$ cat src/tpc_pkg.sv
// shared constants for the transceiver pin control block
package tpc_pkg;
  localparam int unsigned CLK_PERIOD_NS = 40;
  // register offsets
  localparam logic [6:0] ADDR_MODE = 7'h10;
  localparam logic [6:0] ADDR_WAKE_CFG = 7'h11;
  localparam logic [6:0] ADDR_RXD_CFG = 7'h12;
  localparam logic [6:0] ADDR_FS_CFG = 7'h13;
  localparam logic [6:0] ADDR_EN_CTRL = 7'h1a;
  localparam logic [6:0] ADDR_SDO_CFG = 7'h29;
  localparam logic [6:0] ADDR_GLOBAL = 7'h50;
  localparam logic [6:0] ADDR_FLAG0 = 7'h51;
  localparam logic [6:0] ADDR_MASK0 = 7'h5a;
  localparam int unsigned NUM_FLAG_REGS = 4;
  // field positions
  localparam int unsigned EN_DIS_BIT = 6;
  localparam int unsigned FB_SEL_BIT = 5;
  localparam int unsigned TRIG_SEL_LSB = 2;
  localparam int unsigned FB_RST_BIT = 1;
  localparam int unsigned RXD_STYLE_BIT = 2;
  localparam int unsigned SDO_ROLE_BIT = 0;
  localparam int unsigned FS_EN_BIT = 0;
  localparam int unsigned WAKE_FILT_BIT = 2;
  localparam int unsigned FLAG_WAKE_BIT = 7;
  localparam int unsigned FLAG_PWRON_BIT = 6;
  // reset values
  localparam logic [7:0] CFG_RST = 8'h00;
  localparam logic [7:0] FLAG0_RST = 8'h40;
  // mode codes
  localparam logic [2:0] MODE_NORMAL = 3'h7;
  localparam logic [2:0] MODE_LISTEN = 3'h6;
  localparam logic [2:0] MODE_STANDBY = 3'h4;
  localparam logic [2:0] MODE_SLEEP = 3'h1;
  localparam logic [2:0] MODE_FAILSAFE = 3'h3;
  // wake edge selection
  localparam logic [1:0] WAKE_BOTH = 2'h0;
  localparam logic [1:0] WAKE_RISE = 2'h1;
  localparam logic [1:0] WAKE_FALL = 2'h2;
  localparam logic [1:0] WAKE_PULSE = 2'h3;
  // release trigger counts
  localparam logic [1:0] TRIG_SEL_ONE = 2'h1;
  localparam logic [1:0] TRIGS_DEFAULT = 2'h3;
  localparam logic [1:0] TRIGS_ONE = 2'h1;
  // timing
  localparam int unsigned RXD_PULSE_NS = 2000;
  localparam int unsigned RXD_PULSE_CYC =
    (RXD_PULSE_NS + CLK_PERIOD_NS - 1) / CLK_PERIOD_NS;
  localparam int unsigned WAKE_FILT_NS = 1000;
  localparam int unsigned WAKE_FILT_CYC =
    (WAKE_FILT_NS + CLK_PERIOD_NS - 1) / CLK_PERIOD_NS;
  typedef enum logic [2:0] {
    TPC_STANDBY, TPC_NORMAL, TPC_LISTEN, TPC_SLEEP, TPC_FAILSAFE
  } tpc_mode_e;
endpackage

$ cat src/tpc_pin_ctrl.sv
// transceiver pin control: regulator/fallback, wake, rxd, shared sdo
//
// Function
// - regulator enable on in all modes but sleep; sleep leaves it floating
// - enable-control bit 6 set disables the regulator enable function
// - enable-control bit 5 set turns the pin into the fallback output
// - watchdog timeout turns the fallback output on
// - three good triggers release fallback, or one when bits 3:2 are 01
// - fail-safe entry turns fallback on when both features enabled
// - writing 1 to enable-control bit 1 turns fallback off
// - local wake on either edge by default
// - wake config selects rise, fall, pulse width or filtered edge
// - wake holds rxd low, or pulses it when rxd_wake_style set
// - after power-up rxd is low since device sits in standby
// - shared pin is serial output only unless sdo_role_select set
// - with role set and select high, pin is low on interrupt except in sleep, where it floats
// - while select is low, pin carries serial output data
// - interrupt is OR of all unmasked flags in 0x51 to 0x54
// - registers accessed only while select low and clock toggling
// - txd low is dominant in normal mode only, high recessive and idle
// - mode register selects operating mode; fail-safe events enter fail-safe when fs_cfg_q bit 0 set
`timescale 1ns/1ns
module tpc_pin_ctrl (
  // clock and reset
  input wire logic clk_in,
  input wire logic reset_n_in,
  // spi
  input wire logic sclk_in,
  input wire logic spi_select_low_in,
  input wire logic sdi_in,
  output logic sdo_out,
  output logic sdo_oe_out,
  // can side
  input wire logic txd_in,
  input wire logic can_rx_in,
  output logic rxd_out,
  output logic can_dominant_out,
  // wake pin
  input wire logic wake_pin_in,
  // regulator enable / fallback pin
  output logic regulator_enable_out,
  output logic regulator_enable_oe_out,
  // watchdog and faults
  input wire logic wd_timeout_in,
  input wire logic wd_good_trigger_in,
  input wire logic wd_bad_trigger_in,
  input wire logic failsafe_event_in,
  input wire logic [8*tpc_pkg::NUM_FLAG_REGS-1:0] fault_set_in
);
  import tpc_pkg::*;

  ////////////////////////////////////////////////////////////////////////////
  // declarations
  logic spi_bit;
  logic wr;
  logic [6:0] addr;
  logic [7:0] wdata;
  logic [7:0] rdata;
  logic wake_evt;
  logic [7:0] wake_cfg_q;
  logic [7:0] rxd_cfg_q;
  logic [7:0] fs_cfg_q;
  logic [7:0] en_ctrl_q;
  logic [7:0] sdo_cfg_q;
  logic [7:0] flags_q [NUM_FLAG_REGS];
  logic [7:0] masks_q [NUM_FLAG_REGS];
  logic [NUM_FLAG_REGS-1:0] reg_irq;
  logic irq_any;
  tpc_mode_e mode_q;
  tpc_mode_e mode_d;
  logic limp_on_q;
  logic [1:0] trig_cnt_q;
  logic [1:0] trig_need;
  logic limp_set;
  logic limp_clr;
  logic [7:0] rxd_pulse_q;
  logic fb_sel;
  logic fs_en;
  logic wr_mode;
  logic wr_en;
  logic [2:0] mode_code;

  assign fb_sel = en_ctrl_q[FB_SEL_BIT];
  assign fs_en = fs_cfg_q[FS_EN_BIT];
  assign wr_mode = wr && addr == ADDR_MODE;
  assign wr_en = wr && addr == ADDR_EN_CTRL;

  ////////////////////////////////////////////////////////////////////////////
  // sub blocks
  tpc_spi_slave u_spi (
    .clk_in(clk_in),
    .reset_n_in(reset_n_in),
    .sclk_in(sclk_in),
    .spi_select_low_in(spi_select_low_in),
    .sdi_in(sdi_in),
    .rdata_in(rdata),
    .sdo_out(spi_bit),
    .wr_out(wr),
    .addr_out(addr),
    .wdata_out(wdata)
  );

  tpc_wake_det u_wake (
    .clk_in(clk_in),
    .reset_n_in(reset_n_in),
    .wake_pin_in(wake_pin_in),
    .cfg_in(wake_cfg_q),
    .arm_in(mode_q == TPC_STANDBY || mode_q == TPC_SLEEP),
    .wake_out(wake_evt)
  );

  ////////////////////////////////////////////////////////////////////////////
  // configuration registers
  always_ff @(posedge clk_in or negedge reset_n_in) begin
    if (!reset_n_in) begin
      wake_cfg_q <= CFG_RST;
      rxd_cfg_q <= CFG_RST;
      fs_cfg_q <= CFG_RST;
      en_ctrl_q <= CFG_RST;
      sdo_cfg_q <= CFG_RST;
    end else if (wr) begin
      if (addr == ADDR_WAKE_CFG) begin
        wake_cfg_q <= wdata;
      end else if (addr == ADDR_RXD_CFG) begin
        rxd_cfg_q <= wdata;
      end else if (addr == ADDR_FS_CFG) begin
        fs_cfg_q <= wdata;
      end else if (addr == ADDR_EN_CTRL) begin
        en_ctrl_q <= {wdata[7:2], 1'b0, wdata[0]};
      end else if (addr == ADDR_SDO_CFG) begin
        sdo_cfg_q <= wdata;
      end
    end
  end

  ////////////////////////////////////////////////////////////////////////////
  // fault flags and masks
  for (genvar i = 0; i < NUM_FLAG_REGS; i++) begin : g_flag
    logic [7:0] set;
    logic [7:0] clr;
    assign set = fault_set_in[8*i +: 8] |
      ((i == 0 && wake_evt) ? 8'h80 : 8'h00);
    assign clr = (wr && addr == ADDR_FLAG0 + 7'(i)) ? wdata : 8'h00;
    assign reg_irq[i] = |(flags_q[i] & ~masks_q[i]);
    always_ff @(posedge clk_in or negedge reset_n_in) begin
      if (!reset_n_in) begin
        flags_q[i] <= (i == 0) ? FLAG0_RST : CFG_RST;
        masks_q[i] <= CFG_RST;
      end else begin
        flags_q[i] <= (flags_q[i] & ~clr) | set;
        if (wr && addr == ADDR_MASK0 + 7'(i)) begin
          masks_q[i] <= wdata;
        end
      end
    end
  end
  assign irq_any = |reg_irq;

  ////////////////////////////////////////////////////////////////////////////
  // read mux
  always_comb begin
    case (mode_q)
      TPC_NORMAL: mode_code = MODE_NORMAL;
      TPC_LISTEN: mode_code = MODE_LISTEN;
      TPC_SLEEP: mode_code = MODE_SLEEP;
      TPC_FAILSAFE: mode_code = MODE_FAILSAFE;
      default: mode_code = MODE_STANDBY;
    endcase
    if (addr == ADDR_MODE) begin
      rdata = {5'h00, mode_code};
    end else if (addr == ADDR_WAKE_CFG) begin
      rdata = wake_cfg_q;
    end else if (addr == ADDR_RXD_CFG) begin
      rdata = rxd_cfg_q;
    end else if (addr == ADDR_FS_CFG) begin
      rdata = fs_cfg_q;
    end else if (addr == ADDR_EN_CTRL) begin
      rdata = en_ctrl_q;
    end else if (addr == ADDR_SDO_CFG) begin
      rdata = sdo_cfg_q;
    end else if (addr == ADDR_GLOBAL) begin
      rdata = {4'h0, reg_irq};
    end else if (addr >= ADDR_FLAG0 && addr < ADDR_FLAG0 + 7'h04) begin
      rdata = flags_q[2'(addr - ADDR_FLAG0)];
    end else if (addr >= ADDR_MASK0 && addr < ADDR_MASK0 + 7'h04) begin
      rdata = masks_q[2'(addr - ADDR_MASK0)];
    end else begin
      rdata = 8'h00;
    end
  end

  ////////////////////////////////////////////////////////////////////////////
  // operating mode
  always_comb begin
    mode_d = mode_q;
    if (failsafe_event_in && fs_en) begin
      mode_d = TPC_FAILSAFE;
    end else if (wr_mode) begin
      case (wdata[2:0])
        MODE_NORMAL: mode_d = TPC_NORMAL;
        MODE_LISTEN: mode_d = TPC_LISTEN;
        MODE_STANDBY: mode_d = TPC_STANDBY;
        MODE_SLEEP: mode_d = TPC_SLEEP;
        default: mode_d = mode_q;
      endcase
    end else if (mode_q == TPC_SLEEP && wake_evt) begin
      mode_d = TPC_STANDBY;
    end
  end

  always_ff @(posedge clk_in or negedge reset_n_in) begin
    if (!reset_n_in) begin
      mode_q <= TPC_STANDBY;
    end else begin
      mode_q <= mode_d;
    end
  end

  ////////////////////////////////////////////////////////////////////////////
  // fallback output
  assign trig_need = (en_ctrl_q[TRIG_SEL_LSB +: 2] == TRIG_SEL_ONE) ?
    TRIGS_ONE : TRIGS_DEFAULT;
  assign limp_set = fb_sel && (wd_timeout_in || (fs_en &&
    mode_d == TPC_FAILSAFE && mode_q != TPC_FAILSAFE));
  assign limp_clr = (wr_en && wdata[FB_RST_BIT]) ||
    (limp_on_q && wd_good_trigger_in && trig_cnt_q + 2'h1 >= trig_need);

  always_ff @(posedge clk_in or negedge reset_n_in) begin
    if (!reset_n_in) begin
      limp_on_q <= 1'b0;
      trig_cnt_q <= 2'h0;
    end else begin
      limp_on_q <= limp_set | (limp_on_q & ~limp_clr);
      if (!limp_on_q || wd_bad_trigger_in || limp_clr) begin
        trig_cnt_q <= 2'h0;
      end else if (wd_good_trigger_in) begin
        trig_cnt_q <= trig_cnt_q + 2'h1;
      end
    end
  end

  ////////////////////////////////////////////////////////////////////////////
  // pin outputs
  always_ff @(posedge clk_in or negedge reset_n_in) begin
    if (!reset_n_in) begin
      regulator_enable_out <= 1'b0;
      regulator_enable_oe_out <= 1'b0;
    end else if (fb_sel) begin
      regulator_enable_out <= limp_on_q;
      regulator_enable_oe_out <= limp_on_q;
    end else begin
      regulator_enable_out <= !en_ctrl_q[EN_DIS_BIT] &&
        mode_q != TPC_SLEEP;
      regulator_enable_oe_out <= !en_ctrl_q[EN_DIS_BIT] &&
        mode_q != TPC_SLEEP;
    end
  end

  always_ff @(posedge clk_in or negedge reset_n_in) begin
    if (!reset_n_in) begin
      rxd_pulse_q <= 8'h00;
      rxd_out <= 1'b0;
    end else begin
      if (wake_evt && rxd_cfg_q[RXD_STYLE_BIT]) begin
        rxd_pulse_q <= 8'(RXD_PULSE_CYC);
      end else if (rxd_pulse_q != 8'h00) begin
        rxd_pulse_q <= rxd_pulse_q - 8'h01;
      end
      case (mode_q)
        TPC_NORMAL, TPC_LISTEN: rxd_out <= can_rx_in;
        TPC_SLEEP: rxd_out <= 1'b1;
        default: begin
          if (rxd_cfg_q[RXD_STYLE_BIT]) begin
            rxd_out <= rxd_pulse_q == 8'h00 &&
              !flags_q[0][FLAG_PWRON_BIT];
          end else begin
            rxd_out <= !flags_q[0][FLAG_WAKE_BIT] &&
              !flags_q[0][FLAG_PWRON_BIT];
          end
        end
      endcase
    end
  end

  always_ff @(posedge clk_in or negedge reset_n_in) begin
    if (!reset_n_in) begin
      can_dominant_out <= 1'b0;
    end else begin
      can_dominant_out <= mode_q == TPC_NORMAL && !txd_in;
    end
  end

  always_ff @(posedge clk_in or negedge reset_n_in) begin
    if (!reset_n_in) begin
      sdo_out <= 1'b0;
      sdo_oe_out <= 1'b0;
    end else if (!spi_select_low_in) begin
      sdo_out <= spi_bit;
      sdo_oe_out <= 1'b1;
    end else if (sdo_cfg_q[SDO_ROLE_BIT] && mode_q != TPC_SLEEP) begin
      sdo_out <= !irq_any;
      sdo_oe_out <= 1'b1;
    end else begin
      sdo_out <= 1'b0;
      sdo_oe_out <= 1'b0;
    end
  end
endmodule

$ cat src/tpc_spi_slave.sv
// spi register port, mode 0, 16-bit frames
`timescale 1ns/1ns
module tpc_spi_slave (
  // clock and reset
  input wire logic clk_in,
  input wire logic reset_n_in,
  // spi pins
  input wire logic sclk_in,
  input wire logic spi_select_low_in,
  input wire logic sdi_in,
  // register side
  input wire logic [7:0] rdata_in,
  output logic sdo_out,
  output logic wr_out,
  output logic [6:0] addr_out,
  output logic [7:0] wdata_out
);
  logic sclk_q;
  logic [4:0] cnt_q;
  logic [6:0] sh_q;
  logic wflag_q;
  logic load_q;
  logic [7:0] tx_q;
  logic rise;
  logic fall;
  assign rise = sclk_in & ~sclk_q;
  assign fall = ~sclk_in & sclk_q;
  assign sdo_out = tx_q[7];
  always_ff @(posedge clk_in or negedge reset_n_in) begin
    if (!reset_n_in) begin
      sclk_q <= 1'b0;
    end else begin
      sclk_q <= sclk_in;
    end
  end
  // shift in, address and write strobe
  always_ff @(posedge clk_in or negedge reset_n_in) begin
    if (!reset_n_in) begin
      cnt_q <= 5'h00;
      sh_q <= 7'h00;
      wflag_q <= 1'b0;
      addr_out <= 7'h00;
      wdata_out <= 8'h00;
      wr_out <= 1'b0;
      load_q <= 1'b0;
    end else begin
      wr_out <= 1'b0;
      load_q <= 1'b0;
      if (spi_select_low_in) begin
        cnt_q <= 5'h00;
      end else if (rise && cnt_q != 5'h10) begin
        sh_q <= {sh_q[5:0], sdi_in};
        cnt_q <= cnt_q + 5'h01;
        if (cnt_q == 5'h07) begin
          wflag_q <= sh_q[6];
          addr_out <= {sh_q[5:0], sdi_in};
          load_q <= 1'b1;
        end
        if (cnt_q == 5'h0f) begin
          wdata_out <= {sh_q[6:0], sdi_in};
          wr_out <= wflag_q;
        end
      end
    end
  end
  // read data out, msb first on falling edges
  always_ff @(posedge clk_in or negedge reset_n_in) begin
    if (!reset_n_in) begin
      tx_q <= 8'h00;
    end else if (spi_select_low_in) begin
      tx_q <= 8'h00;
    end else if (load_q) begin
      tx_q <= rdata_in;
    end else if (fall && cnt_q > 5'h08 && cnt_q < 5'h10) begin
      tx_q <= {tx_q[6:0], 1'b0};
    end
  end
endmodule

$ cat src/tpc_wake_det.sv
// local wake pin detector: edges, filter, pulse width
`timescale 1ns/1ns
module tpc_wake_det
  import tpc_pkg::*;
#(
  parameter int unsigned FILT_CYC = WAKE_FILT_CYC
) (
  // clock and reset
  input wire logic clk_in,
  input wire logic reset_n_in,
  // pin and control
  input wire logic wake_pin_in,
  input wire logic [7:0] cfg_in,
  input wire logic arm_in,
  output logic wake_out
);
  logic primed_q;
  logic filt_q;
  logic prev_q;
  logic [7:0] fcnt_q;
  logic [7:0] wcnt_q;
  logic lvl;
  logic rise;
  logic fall;
  logic pulse_ok;
  assign lvl = cfg_in[WAKE_FILT_BIT] ? filt_q : wake_pin_in;
  assign rise = primed_q & lvl & ~prev_q;
  assign fall = primed_q & ~lvl & prev_q;
  assign pulse_ok = wcnt_q >= {4'h0, cfg_in[7:4]} &&
    wcnt_q <= {3'h0, cfg_in[7:4], 1'b0};
  // glitch filter
  always_ff @(posedge clk_in or negedge reset_n_in) begin
    if (!reset_n_in) begin
      primed_q <= 1'b0;
      filt_q <= 1'b0;
      prev_q <= 1'b0;
      fcnt_q <= 8'h00;
    end else begin
      primed_q <= 1'b1;
      prev_q <= primed_q ? lvl : wake_pin_in;
      if (!primed_q || wake_pin_in == filt_q) begin
        filt_q <= primed_q ? filt_q : wake_pin_in;
        fcnt_q <= 8'h00;
      end else if (fcnt_q >= 8'(FILT_CYC - 1)) begin
        filt_q <= wake_pin_in;
        fcnt_q <= 8'h00;
      end else begin
        fcnt_q <= fcnt_q + 8'h01;
      end
    end
  end
  // high pulse width and event select
  always_ff @(posedge clk_in or negedge reset_n_in) begin
    if (!reset_n_in) begin
      wcnt_q <= 8'h00;
      wake_out <= 1'b0;
    end else begin
      if (rise) begin
        wcnt_q <= 8'h01;
      end else if (lvl && wcnt_q != 8'hff) begin
        wcnt_q <= wcnt_q + 8'h01;
      end
      case (cfg_in[1:0])
        WAKE_BOTH: wake_out <= arm_in & (rise | fall);
        WAKE_RISE: wake_out <= arm_in & rise;
        WAKE_FALL: wake_out <= arm_in & fall;
        default: wake_out <= arm_in & fall & pulse_ok;
      endcase
    end
  end
endmodule

$ cat config.mk
export PLATFORM = sky130hd
export DESIGN_NAME = tpc_pin_ctrl
export DESIGN_NICKNAME = d
export VERILOG_FILES = /design/src/tpc_pkg.sv /design/src/tpc_pin_ctrl.sv /design/src/tpc_spi_slave.sv /design/src/tpc_wake_det.sv
export SDC_FILE = /design/constraint.sdc
export NUM_CORES = 1
export LEC_CHECK = 0
export BUFFER_PORTS_ARGS = -buffer_cell sky130_fd_sc_hd__buf_2
export CAP_MARGIN = 20
export CORE_UTILIZATION = 56
export CTS_CLUSTER_DIAMETER = 50
export CTS_CLUSTER_SIZE = 14
export DETAILED_ROUTE_END_ITERATION = 12
export PLACE_DENSITY = 0.83
export SLEW_MARGIN = 20
export SYNTH_ARGS = -nofsm -noshare
export SYNTH_HDL_FRONTEND = slang
export SYNTH_HIERARCHICAL = 1
export SYNTH_SLANG_ARGS = --single-unit
$ cat constraint.sdc
create_clock -name clk_in -period 2.4 [get_ports clk_in]
set_input_delay 0.48 -clock clk_in [delete_from_list [all_inputs] [get_ports clk_in]]
set_output_delay 0.48 -clock clk_in [all_outputs]
set_load 0.05 [all_outputs]
[After elaboration in Yosys (flattened, before gate mapping)]
Index checks and enable logic that the tools add are counted.
Word-level totals
  input port bits: 44
  memories: 0
  bits in writable memories: 0
  register bits after elaboration: 181
  logic and storage cells: 264
  output and inout port bits: 6
  memory bits (read-only): 0
  latch bits: 0
Cells by class
  $lt $le $gt $ge: 12
  $add $sub $neg: 7
  equal/unequal tests: 35
  bitwise gates (word level): 46
  div/mod/pow operators: 0
  reductions and logical operators: 69
  $mul: 0
  multiplexer cells: 58
  shift-type cells: 0
Operators with widths (count)
  $mux W8: 27
  $and A8 B8 Y8: 8
  $not A8 Y8: 8
  $eq A7 B7 Y1 const B: 9
  $or A8 B8 Y8: 5
  $eq A7 B5 Y1 const B: 5
  $bmux W8 S2: 2
  $reduce_or A32 Y1: 1
  $reduce_or A8 Y1: 4
  $logic_and A1 B1 Y1: 31
  $pmux W3 S4: 2
  $mux W1: 17
  $add A8 B1 Y8 const B: 2
  $eq A3 B3 Y1 const B: 5
  $ge A7 B7 Y1 const B: 2
  $lt A7 B7 Y1 const B: 2
  $and A1 B1 Y1: 11
  $mux W5: 2
  $not A1 Y1: 10
  $reduce_bool A2 Y1: 5
  $mux W3: 3
  $reduce_and A3 Y1: 3
  $ge A8 B4 Y1: 1
  $ge A8 B5 Y1 const B: 1
  40 further kinds: 61

[Logic depth before layout (Yosys ltp)]
Gate-level depths: netlist (run 1).
  word-level depth: 16
  gate-level depth with buffers: 12
  depth with buffers taken out: 9

[Hierarchy]
Netlist (run 1), hierarchy kept.
By module, submodules not included
  tpc_pin_ctrl: area each 6388.6 sq um, cells an instance 571, sequential area each 3054.2 sq um, times used 1
  tpc_spi_slave: area each 1732.9 sq um, cells an instance 136, sequential area each 975.9 sq um, times used 1
  tpc_wake_det: area each 1154.9 sq um, cells an instance 112, sequential area each 500.5 sq um, times used 1

[Least setup slack after synthesis (run 1)]
No wires, ideal clock.
  path kind: reg2reg
  start point: register u_spi.addr_out[0]
  end point: register u_spi.tx_q[1]
  period minus slack after synthesis: 2.595 ns
  setup time: 0.104 ns
  cell stages (with the launch flop): 12
  required time: 2.296 ns
  arrival time: 2.492 ns
  path slack: -0.195 ns
  path buffers: 3
  cell sequence: dfrtp_1 -> buf_4 -> buf_2 -> inv_1 -> ha_1 -> clkbuf_1 -> mux4_2 -> o21ai_0 -> nand4_1 -> a41oi_1 -> inv_1 -> a221oi_1
On the way
  cells in the longest elaborated chain, start to end: 16
  elaborated cells between the ends (all ways): 34
  classes of those cells: add/sub: 2; order compare: 4; eq/ne: 7; mux: 17; bitwise: 2; reduce/logical: 2
RTL lines
  from (decl): RTL line tpc_spi_slave.sv:15  | output logic [6:0] addr_out,
  from (signal assigned): RTL line tpc_spi_slave.sv:56  | addr_out <= {sh_q[5:0], sdi_in};
  $sub A2 B2 Y2: RTL line tpc_pin_ctrl.sv:186  | rdata = masks_q[2'(addr - ADDR_MASK0)];
  $not A2 Y3 (implied by the code): RTL line tpc_pin_ctrl.sv:186
  $bmux W8 S2: RTL line tpc_pin_ctrl.sv:186
  $mux W8 (implied by the code) (2 in a row): RTL line tpc_pin_ctrl.sv:186
  $mux W8: RTL line tpc_pin_ctrl.sv:185  | end else if (addr >= ADDR_MASK0 && addr < ADDR_MASK0 + 7'h04) begin
  $mux W8: RTL line tpc_pin_ctrl.sv:183  | end else if (addr >= ADDR_FLAG0 && addr < ADDR_FLAG0 + 7'h04) begin
  $mux W8: RTL line tpc_pin_ctrl.sv:181  | end else if (addr == ADDR_GLOBAL) begin
  $mux W8: RTL line tpc_pin_ctrl.sv:179  | end else if (addr == ADDR_SDO_CFG) begin
  $mux W8: RTL line tpc_pin_ctrl.sv:177  | end else if (addr == ADDR_EN_CTRL) begin
  $mux W8: RTL line tpc_pin_ctrl.sv:175  | end else if (addr == ADDR_FS_CFG) begin
  $mux W8: RTL line tpc_pin_ctrl.sv:173  | end else if (addr == ADDR_RXD_CFG) begin
  $mux W8: RTL line tpc_pin_ctrl.sv:171  | end else if (addr == ADDR_WAKE_CFG) begin
  $mux W8 (*): RTL line tpc_pin_ctrl.sv:169  | if (addr == ADDR_MODE) begin
  net rdata[1]: RTL line tpc_pin_ctrl.sv:58  | logic [7:0] rdata;
  $mux W8 (*): RTL line tpc_spi_slave.sv:72  | end else if (load_q) begin
  $mux W8 (*): RTL line tpc_spi_slave.sv:70  | end else if (spi_select_low_in) begin
  to (signal assigned): RTL line tpc_spi_slave.sv:73  | tx_q <= rdata_in;
  to (signal assigned): RTL line tpc_spi_slave.sv:75  | tx_q <= {tx_q[6:0], 1'b0};
  to (decl): RTL line tpc_spi_slave.sv:23  | logic [7:0] tx_q;
The timed path passes the listed nets; every way through them passes the cells marked *. The select of a mux whose other input is x is not followed.
A chain may end at the register's enable or synchronous reset.

[Worst setup path in the final report (run 1)]
  start point: register u_spi.addr_out[1]
  end point: register u_spi.tx_q[4]
The elaborated chain is that of the path after synthesis.

==> results of run 1 <==
[cell families after synthesis]
group                    count (synthesis)
flip-flops                             181
AND/OR/NAND/NOR                        222
adder cells (fa/ha/maj)                 19
buffers and inverters                   97
multiplexers                           119
XOR/XNOR                                15
AO/OA/AOI/OAI                          164
other                                    2
[layer usage]
metal  vias to the layer above  GRT usage [%]  wire [µm]  part of all wire (%)
met5                         -              0          0                     0
met4                         0           16.8       1260                   5.3
met3                        94           6.11       1520                   6.4
met2                       322           48.3      11200                    47
met1                      3395           37.7       9730                    41
li1                       3080              -          -                     -
[power breakdown]
part,leakage [nW],internal [mW],switching [mW]
combinational,2.27,0.253,0.277
clock,0.271,1.52,1.21
sequential,2.31,3.15,0.140
total,4.85,4.93,1.62
[placed cells by master (no fill, tap or decap), types with 18 or more instances in the layout]
cell type	count
inv_1	62
nand2_1	64
ha_1	18
buf_4	24
a21oi_1	23
dfrtp_1	180
buf_2	48
o21ai_0	21
o22ai_1	21
a21o_1	29
nor2_1	40
mux2_2	93
[final timing paths]
check / cells past startpoint / to / slack [ns] / start
max in group asynchronous: 2 / sdo_cfg_q[1]$_DFFE_PN0P_ / 1.79 / reset_n_in
min: 1 / flags_q[9]$_DFF_PN0_ / 0.01 / reset_n_in
min reg2reg: 1 / u_wake/fcnt_q[0]$_DFF_PN0_ / 0.49 / u_wake/fcnt_q[0]$_DFF_PN0_
min in group clk_in: 2 / can_dominant_out$_DFF_PN0_ / 0.20 / txd_in
max: 10 / u_spi/tx_q[4]$_DFFE_PN0P_ / 0.16 / u_spi/addr_out[1]$_DFFE_PN0P_
max reg2reg: 10 / u_spi/tx_q[4]$_DFFE_PN0P_ / 0.16 / u_spi/addr_out[1]$_DFFE_PN0P_
[worst max-delay path, stage by stage, from the launching register on]
cell      delay (ns)
dfrtp_1         0.39
inv_1           0.08
ha_1            0.25
buf_4           0.21
nor2_1          0.16
a21o_1          0.23
buf_4           0.14
o221ai_1        0.12
o22ai_1         0.19
inv_1           0.07
a221oi_1        0.30
[cell usage after synthesis (all sizes together) (3+ instances only)]
cell type / count / area [µm²]
a211oi: 5 / 42.5
a21o: 29 / 218
a21oi: 24 / 124
a221o: 3 / 30.0
a221oi: 8 / 70.1
a22oi: 3 / 22.5
a31oi: 11 / 68.8
a41o: 3 / 30.0
and2: 9 / 56.3
and3: 6 / 37.5
buf: 17 / 93.8
clkbuf: 18 / 67.6
dfrtp: 180 / 4500
ha: 19 / 238
inv: 62 / 233
mux2: 95 / 1070
mux2i: 8 / 92.6
mux4: 16 / 360
nand2: 65 / 246
nand2b: 9 / 56.3
nand3: 22 / 135
nand4: 7 / 56.3
nor2: 42 / 168
nor2b: 14 / 87.6
nor3: 9 / 55.1
nor3b: 4 / 51.3
nor4: 3 / 33.8
nor4b: 3 / 56.3
o21a: 4 / 30.0
o21ai: 22 / 110
o221ai: 5 / 43.8
o22ai: 21 / 131
or2: 5 / 31.3
or3: 3 / 18.8
or4: 9 / 67.6
xnor2: 10 / 87.6
xor2: 5 / 43.8
[layout make-up]
type,count,share of cell area [%]
sequential,181,43.2
multi-input combinational,543,41.7
timing repair buffer,77,4.87
clock buffer,23,4.55
tap,216,2.57
inverter,62,2.22
clock inverter,9,0.882
[per-stage QoR]
stage / utilization, % / total power, mW / area [µm²] / std cells
2_1_floorplan: - / 3.65 / 9290 / 821
6_report: 65.6 / 6.55 / 10500 / 1111
4_1_cts: 65.4 / 6.57 / 10500 / 1109
5_1_grt: 65.6 / 6.78 / 10500 / 1111
3_5_place_dp: 61.8 / 3.88 / 9890 / 1077
3_3_place_gp: 61.8 / 3.85 / 9890 / 1077
[timing repair]
item | in CTS | in global routing
setup buffers | 0 | 2
setup endpoints to repair | 0 | 6
hold buffers | 0 | 0
resized for setup | 0 | 5
==> key figures, run 1 <==
STA
  • Unrepaired setup endpoints after global routing: no
  • TNS Setup: 0 ns
  • Fin. max-slew vios: 0
  • Slew headroom: between 40% and 50%
  • F_max: 447 MHz
  • Clock Skews: 0.00899 ns
  • Fin crit share: 93.2%
  • PnR worst setup slack: about 0.16 ns
  • Final Setup Violations: 0
  • Worst-Margin Slew: 0.857 ns
  • Final hold violations: 0
  • Hold WS: around 0.012 ns
  • Final min period: approximately 2.2 ns

Finish
  • Layout cell share with drive strength beyond 1: between 20% and 30%
  • Largest regs: flags_q x32, masks_q x32
  • # diodes: 0
  • Number of fill cells in the layout: ~1200
  • Area Growth Syn to Fin: 13.2%
  • Sequential cell area: approximately 4500 µm²
  • Final #Nets: roughly 950
  • Multi-input gate area: about 4400 µm²

Die
  • Row count: 46
  • Core ar.: about 16000 µm²
  • Initial Util: 58.0%
  • Num ports: 50
  • Die area: ~17000 µm²
  • Die Span Y: approximately 130 µm
  • Die X: approximately 130 µm

Synth
  • Post-synth ARST share: 100%
  • EDFF count, synth: 0
  • Sequential-to-total area share from yosys stat: between 40% and 50%
  • Syn_area_per_cell: around 11 µm²
  • Multiplexer share of the synthesized area: roughly 16%
  • Synth Area in Adders: under 10%
  • Mapped Cells: approximately 820
  • YS warnings: 6
  • Main combinational cell family by area after synthesis: multiplexers
  • Synth unique cells: 81
  • Syn Std Cell Area: approximately 9300 µm²
  • Flop and latch count out of synthesis: between 150 and 200
  • Compound-gate portion of the synthesized area: 12.6%
  • Ys flop type: dfrtp_1
  • Post-Synth Simple-Gate Area: between 10 and 15%
  • Post-synthesis xor/xnor area fraction: under 10%

Power
  • Pleak: approximately 4.9 nW
  • Maximum vdd drop: 498 µV
  • Cell Pwr Density: 624 nW/µm²

Clock network
  • CTS tree: built
  • Root Buffer: clkbuf_16
  • CTS H-Tree Depth: 4
  • Clk sinks: 181
  • Longest Clk Path Bufs: 2
  • Clock latency reported for the late side of the worst-skew pair: roughly 0.44 ns
  • CTS buffer count: 17
  • Clock-pin slew on the worst setup and hold paths: about 0.070 ns

Worst setup path
  • Crit path DAT: around 2.6 ns
  • Crit path max fanout: 11
  • CP Capture Type: flip-flop
  • Startpoint Class: flip-flop
  • Worst Path Required: approximately 2.7 ns
  • Kind of critical path: flip-flop to flip-flop

Global routing
  • Largest net degree at the start of global routing: 57
  • Vias in the first global route: around 6800
  • All-Layer GR Usage: approximately 30%
  • Global-route wire length before repair: around 37000 µm
  • Global route overflow: 0
  • Initial antenna violation count: 0

Routing
  • WL per Instance: ~21 µm
  • Via count: 6891
  • Length of the first detailed-routing pass in iterations: 6
  • Antenna violation net count after detailed routing: 0
  • DRC Markers: 0
  • Final wirelength: 23700 µm
  • Vias per std cell: around 6.2
  • Initial DRC Count: 521

Placement
  • Pre-CTS WS: 0.156 ns
  • Buffers added on ports: 49
  • Final GP Congestion: 1.03
  • HPWL after DPL: between 15000 and 20000 µm

Flow run
  • Max cap viols: 0

Hold path
  • Hold Path Class: input pin to async pin

Status
  • Status: complete, no violations
No activity file was read; power rests on OpenSTA's default activity.
==> inputs of run 2 (changes only) <==
Settings changed: CORE_MARGIN from default to 2, CORE_UTILIZATION 56 to 60, PLACE_DENSITY 0.83 to 0.84.
Clock period 2.4 ns to 2.1 ns, I/O delays scaled along.
==> run 2 against run 1 <==
The run now ends with negative setup slack left; clock power grew 22%; cell count grew 0.63%; via count grew 5.2%; count of clock-buffer cells in the layout shrank 6; routed wire length grew 7.2%; setup slack lost 0.23 ns; register-to-register slack lost 0.23 ns; critical path type unchanged.
==> key figures, run 2 (synthesis results as in run 1) <==
Routing
  • Initial DRC Count: 674 (+29%)
  • WL per Instance: 22.7 µm (+6.6%)
  • Antenna violation net count after detailed routing: 0 (unchanged)
  • Via count: 7249 (+5.2%)
  • Length of the first detailed-routing pass in iterations: 7 (+1)
  • Vias per std cell: 6.48 (+4.5%)
  • DRC Markers: 0 (unchanged)
  • Final wirelength: 25400 µm (+7.2%)

Placement
  • Buffers added on ports: 49 (unchanged)
  • Pre-CTS WS: -0.144 ns (-0.300 ns)
  • Final GP Congestion: 0.985 (-4.1%)
  • HPWL after DPL: 17700 µm (+5.1%)

Global routing
  • Global route overflow: 0 (unchanged)
  • Initial antenna violation count: 0 (unchanged)
  • Vias in the first global route: 7227 (+6.0%)
  • Largest net degree at the start of global routing: 47 (-18%)
  • Global-route wire length before repair: 39400 µm (+5.6%)
  • All-Layer GR Usage: 31.8% (+1.9 points)

Finish
  • Number of fill cells in the layout: 1025 (-17%)
  • Final #Nets: 980 (+3.7%)
  • Multi-input gate area: 4520 µm² (+3.2%)
  • Most frequent cells in the layout: dfrtp_1 (177), mux2_2 (93), nand2_1 (62)
  • Largest regs: flags_q x32, masks_q x32
  • # diodes: 0 (unchanged)
  • Area Growth Syn to Fin: 17.9%
  • Layout cell share with drive strength beyond 1: 34.3% (+6.3 points)
  • Most common cell after layout, fill and taps aside: dfrtp_1
  • Final core occ: 72.2% (+6.6 points)
  • Sequential cell area: 4530 µm² (about the same)

Power
  • Cell Pwr Density: 706 nW/µm² (+13%)
  • Pleak: 5.06 nW (+4.3%)
  • Maximum vdd drop: 584 µV (+17%)

Worst setup path
  • Setup crit start: u_spi/addr_out[1]$_DFFE_PN0P_
  • CP Capture Type: flip-flop
  • Reg2reg start: u_spi/addr_out[1]$_DFFE_PN0P_
  • Startpoint Class: flip-flop
  • Reg2Reg Depth: 9 (-1)
  • Crit path max fanout: 6 (-5)
  • Crit path DAT: 2.48 ns (-0.09 ns)
  • Worst Path Required: 2.41 ns (-0.32 ns)
  • Flop-to-flop setup slack: -0.07 ns (-0.23 ns)
  • Kind of critical path: flip-flop to flip-flop
  • Reg2reg end: u_spi/tx_q[6]$_DFFE_PN0P_
  • Critical Path End: u_spi/tx_q[6]$_DFFE_PN0P_

Clock network
  • CTS tree: built
  • Clock latency reported for the late side of the worst-skew pair: 0.44 ns (about the same)
  • Root Buffer: clkbuf_16
  • CTS H-Tree Depth: 4 (unchanged)
  • Longest Clk Path Bufs: 2 (unchanged)
  • Clock-pin slew on the worst setup and hold paths: 0.08 ns (about the same)
  • Clk sinks: 181 (unchanged)
  • CTS buffer count: 17 (unchanged)

STA
  • PnR worst setup slack: -0.0676 ns (-0.230 ns)
  • Fin. max-slew vios: 0 (unchanged)
  • Fin crit share: 103% (+10 points)
  • Clock Skews: 0.0190 ns (+0.0100 ns)
  • Final Setup Violations: 7 (+7)
  • Worst-Margin Slew: 0.740 ns (-0.116 ns)
  • F_max: 461 MHz (+3.2%)
  • Unrepaired setup endpoints after global routing: yes
  • Slew headroom: 50.7% (+7.8 points)
  • Final min period: 2.17 ns (-0.0701 ns)
  • Final hold violations: 0 (unchanged)

Die
  • Die X: 128 µm (-1.8%)
  • Initial Util: 61.2% (+3.3 points)
  • Row count: 45 (-2.2%)
  • Die Span Y: 128 µm (-1.8%)
  • Num ports: 50 (unchanged)
  • Core ar.: 15100 µm² (-5.3%)
  • Die area: 16500 µm² (-3.6%)

Hold path
  • Hold Path Class: input pin to flip-flop

Status
  • Status: complete, but fails checks
  • Failing checks: negative setup slack

Flow run
  • Max cap viols: 0 (unchanged)
-- run 2: metal layers --
metal	vias to the layer above	part of all wire (%)	GRT usage, %	wire length, µm
met3	103	6.9	6.40	1760
met5	-	0	0	0
met2	379	49	52.5	12400
met1	3611	39	39.8	9880
li1	3156	-	-	-
met4	0	5.2	16.9	1310
-- run 2: layout make-up --
type	count	area share, %
clock inverter	15	1.76
inverter	62	2.15
sequential	181	41.5
timing repair buffer	112	7.27
tap	188	2.15
clock buffer	17	3.89
multi-input combinational	543	41.3
-- run 2: per-stage QoR --
step | cell area [µm²] | hold slack (ns) | setup TNS [ns] | power [mW] | std cells
after floorplan | 9340 | 0.124 | -0.966 | 4.17 | 821
after global placement | 10100 | 0.378 | -0.200 | 4.40 | 1076
after detailed placement | 10100 | 0.379 | -0.698 | 4.45 | 1076
after CTS | 10700 | 0.118 | -0.141 | 7.75 | 1110
after global routing | 10900 | 0.131 | -0.834 | 7.99 | 1118
final | 10900 | 0.131 | -0.221 | 7.73 | 1118
-- run 2: worst min path at each step --
stage          startpoint                    endpoint  slack [ns]  cells after the start
4_1_cts            txd_in  can_dominant_out$_DFF_PN0_        0.12                      2
6_report           txd_in  can_dominant_out$_DFF_PN0_        0.13                      2
2_1_floorplan  reset_n_in  can_dominant_out$_DFF_PN0_        0.12                      0
5_1_grt            txd_in  can_dominant_out$_DFF_PN0_        0.13                      2
3_3_place_gp   reset_n_in       flags_q[22]$_DFF_PN0_        0.38                      1
3_5_place_dp   reset_n_in       flags_q[22]$_DFF_PN0_        0.38                      1
-- run 2: what timing repair did --
| action | 4_1_cts | 5_1_grt |
|---|---|---|
| resized for setup | 13 | 34 |
| hold buffers | 1 | 0 |
| setup buffers | 1 | 8 |
| endpoints found under the hold margin | 40 | 0 |
| pin swaps | 1 | 9 |
| endpoints found under the setup margin | 8 | 26 |
-- run 2: power by group --
| group | total (mW) | internal [mW] | switching (mW) | leakage, nW |
|---|---|---|---|---|
| sequential | 3.76 | 3.60 | 0.160 | 2.30 |
| combinational | 0.648 | 0.309 | 0.339 | 2.45 |
| clock | 3.32 | 1.81 | 1.50 | 0.304 |
-- run 2: worst max-delay path: stages, from the launching register on --
cell	delay (ns)
dfrtp_2	0.46
buf_4	0.17
a21boi_1	0.26
and3_4	0.27
buf_4	0.15
a2bb2oi_2	0.06
o21a_1	0.19
o22ai_1	0.11
inv_1	0.06
a221oi_1	0.31
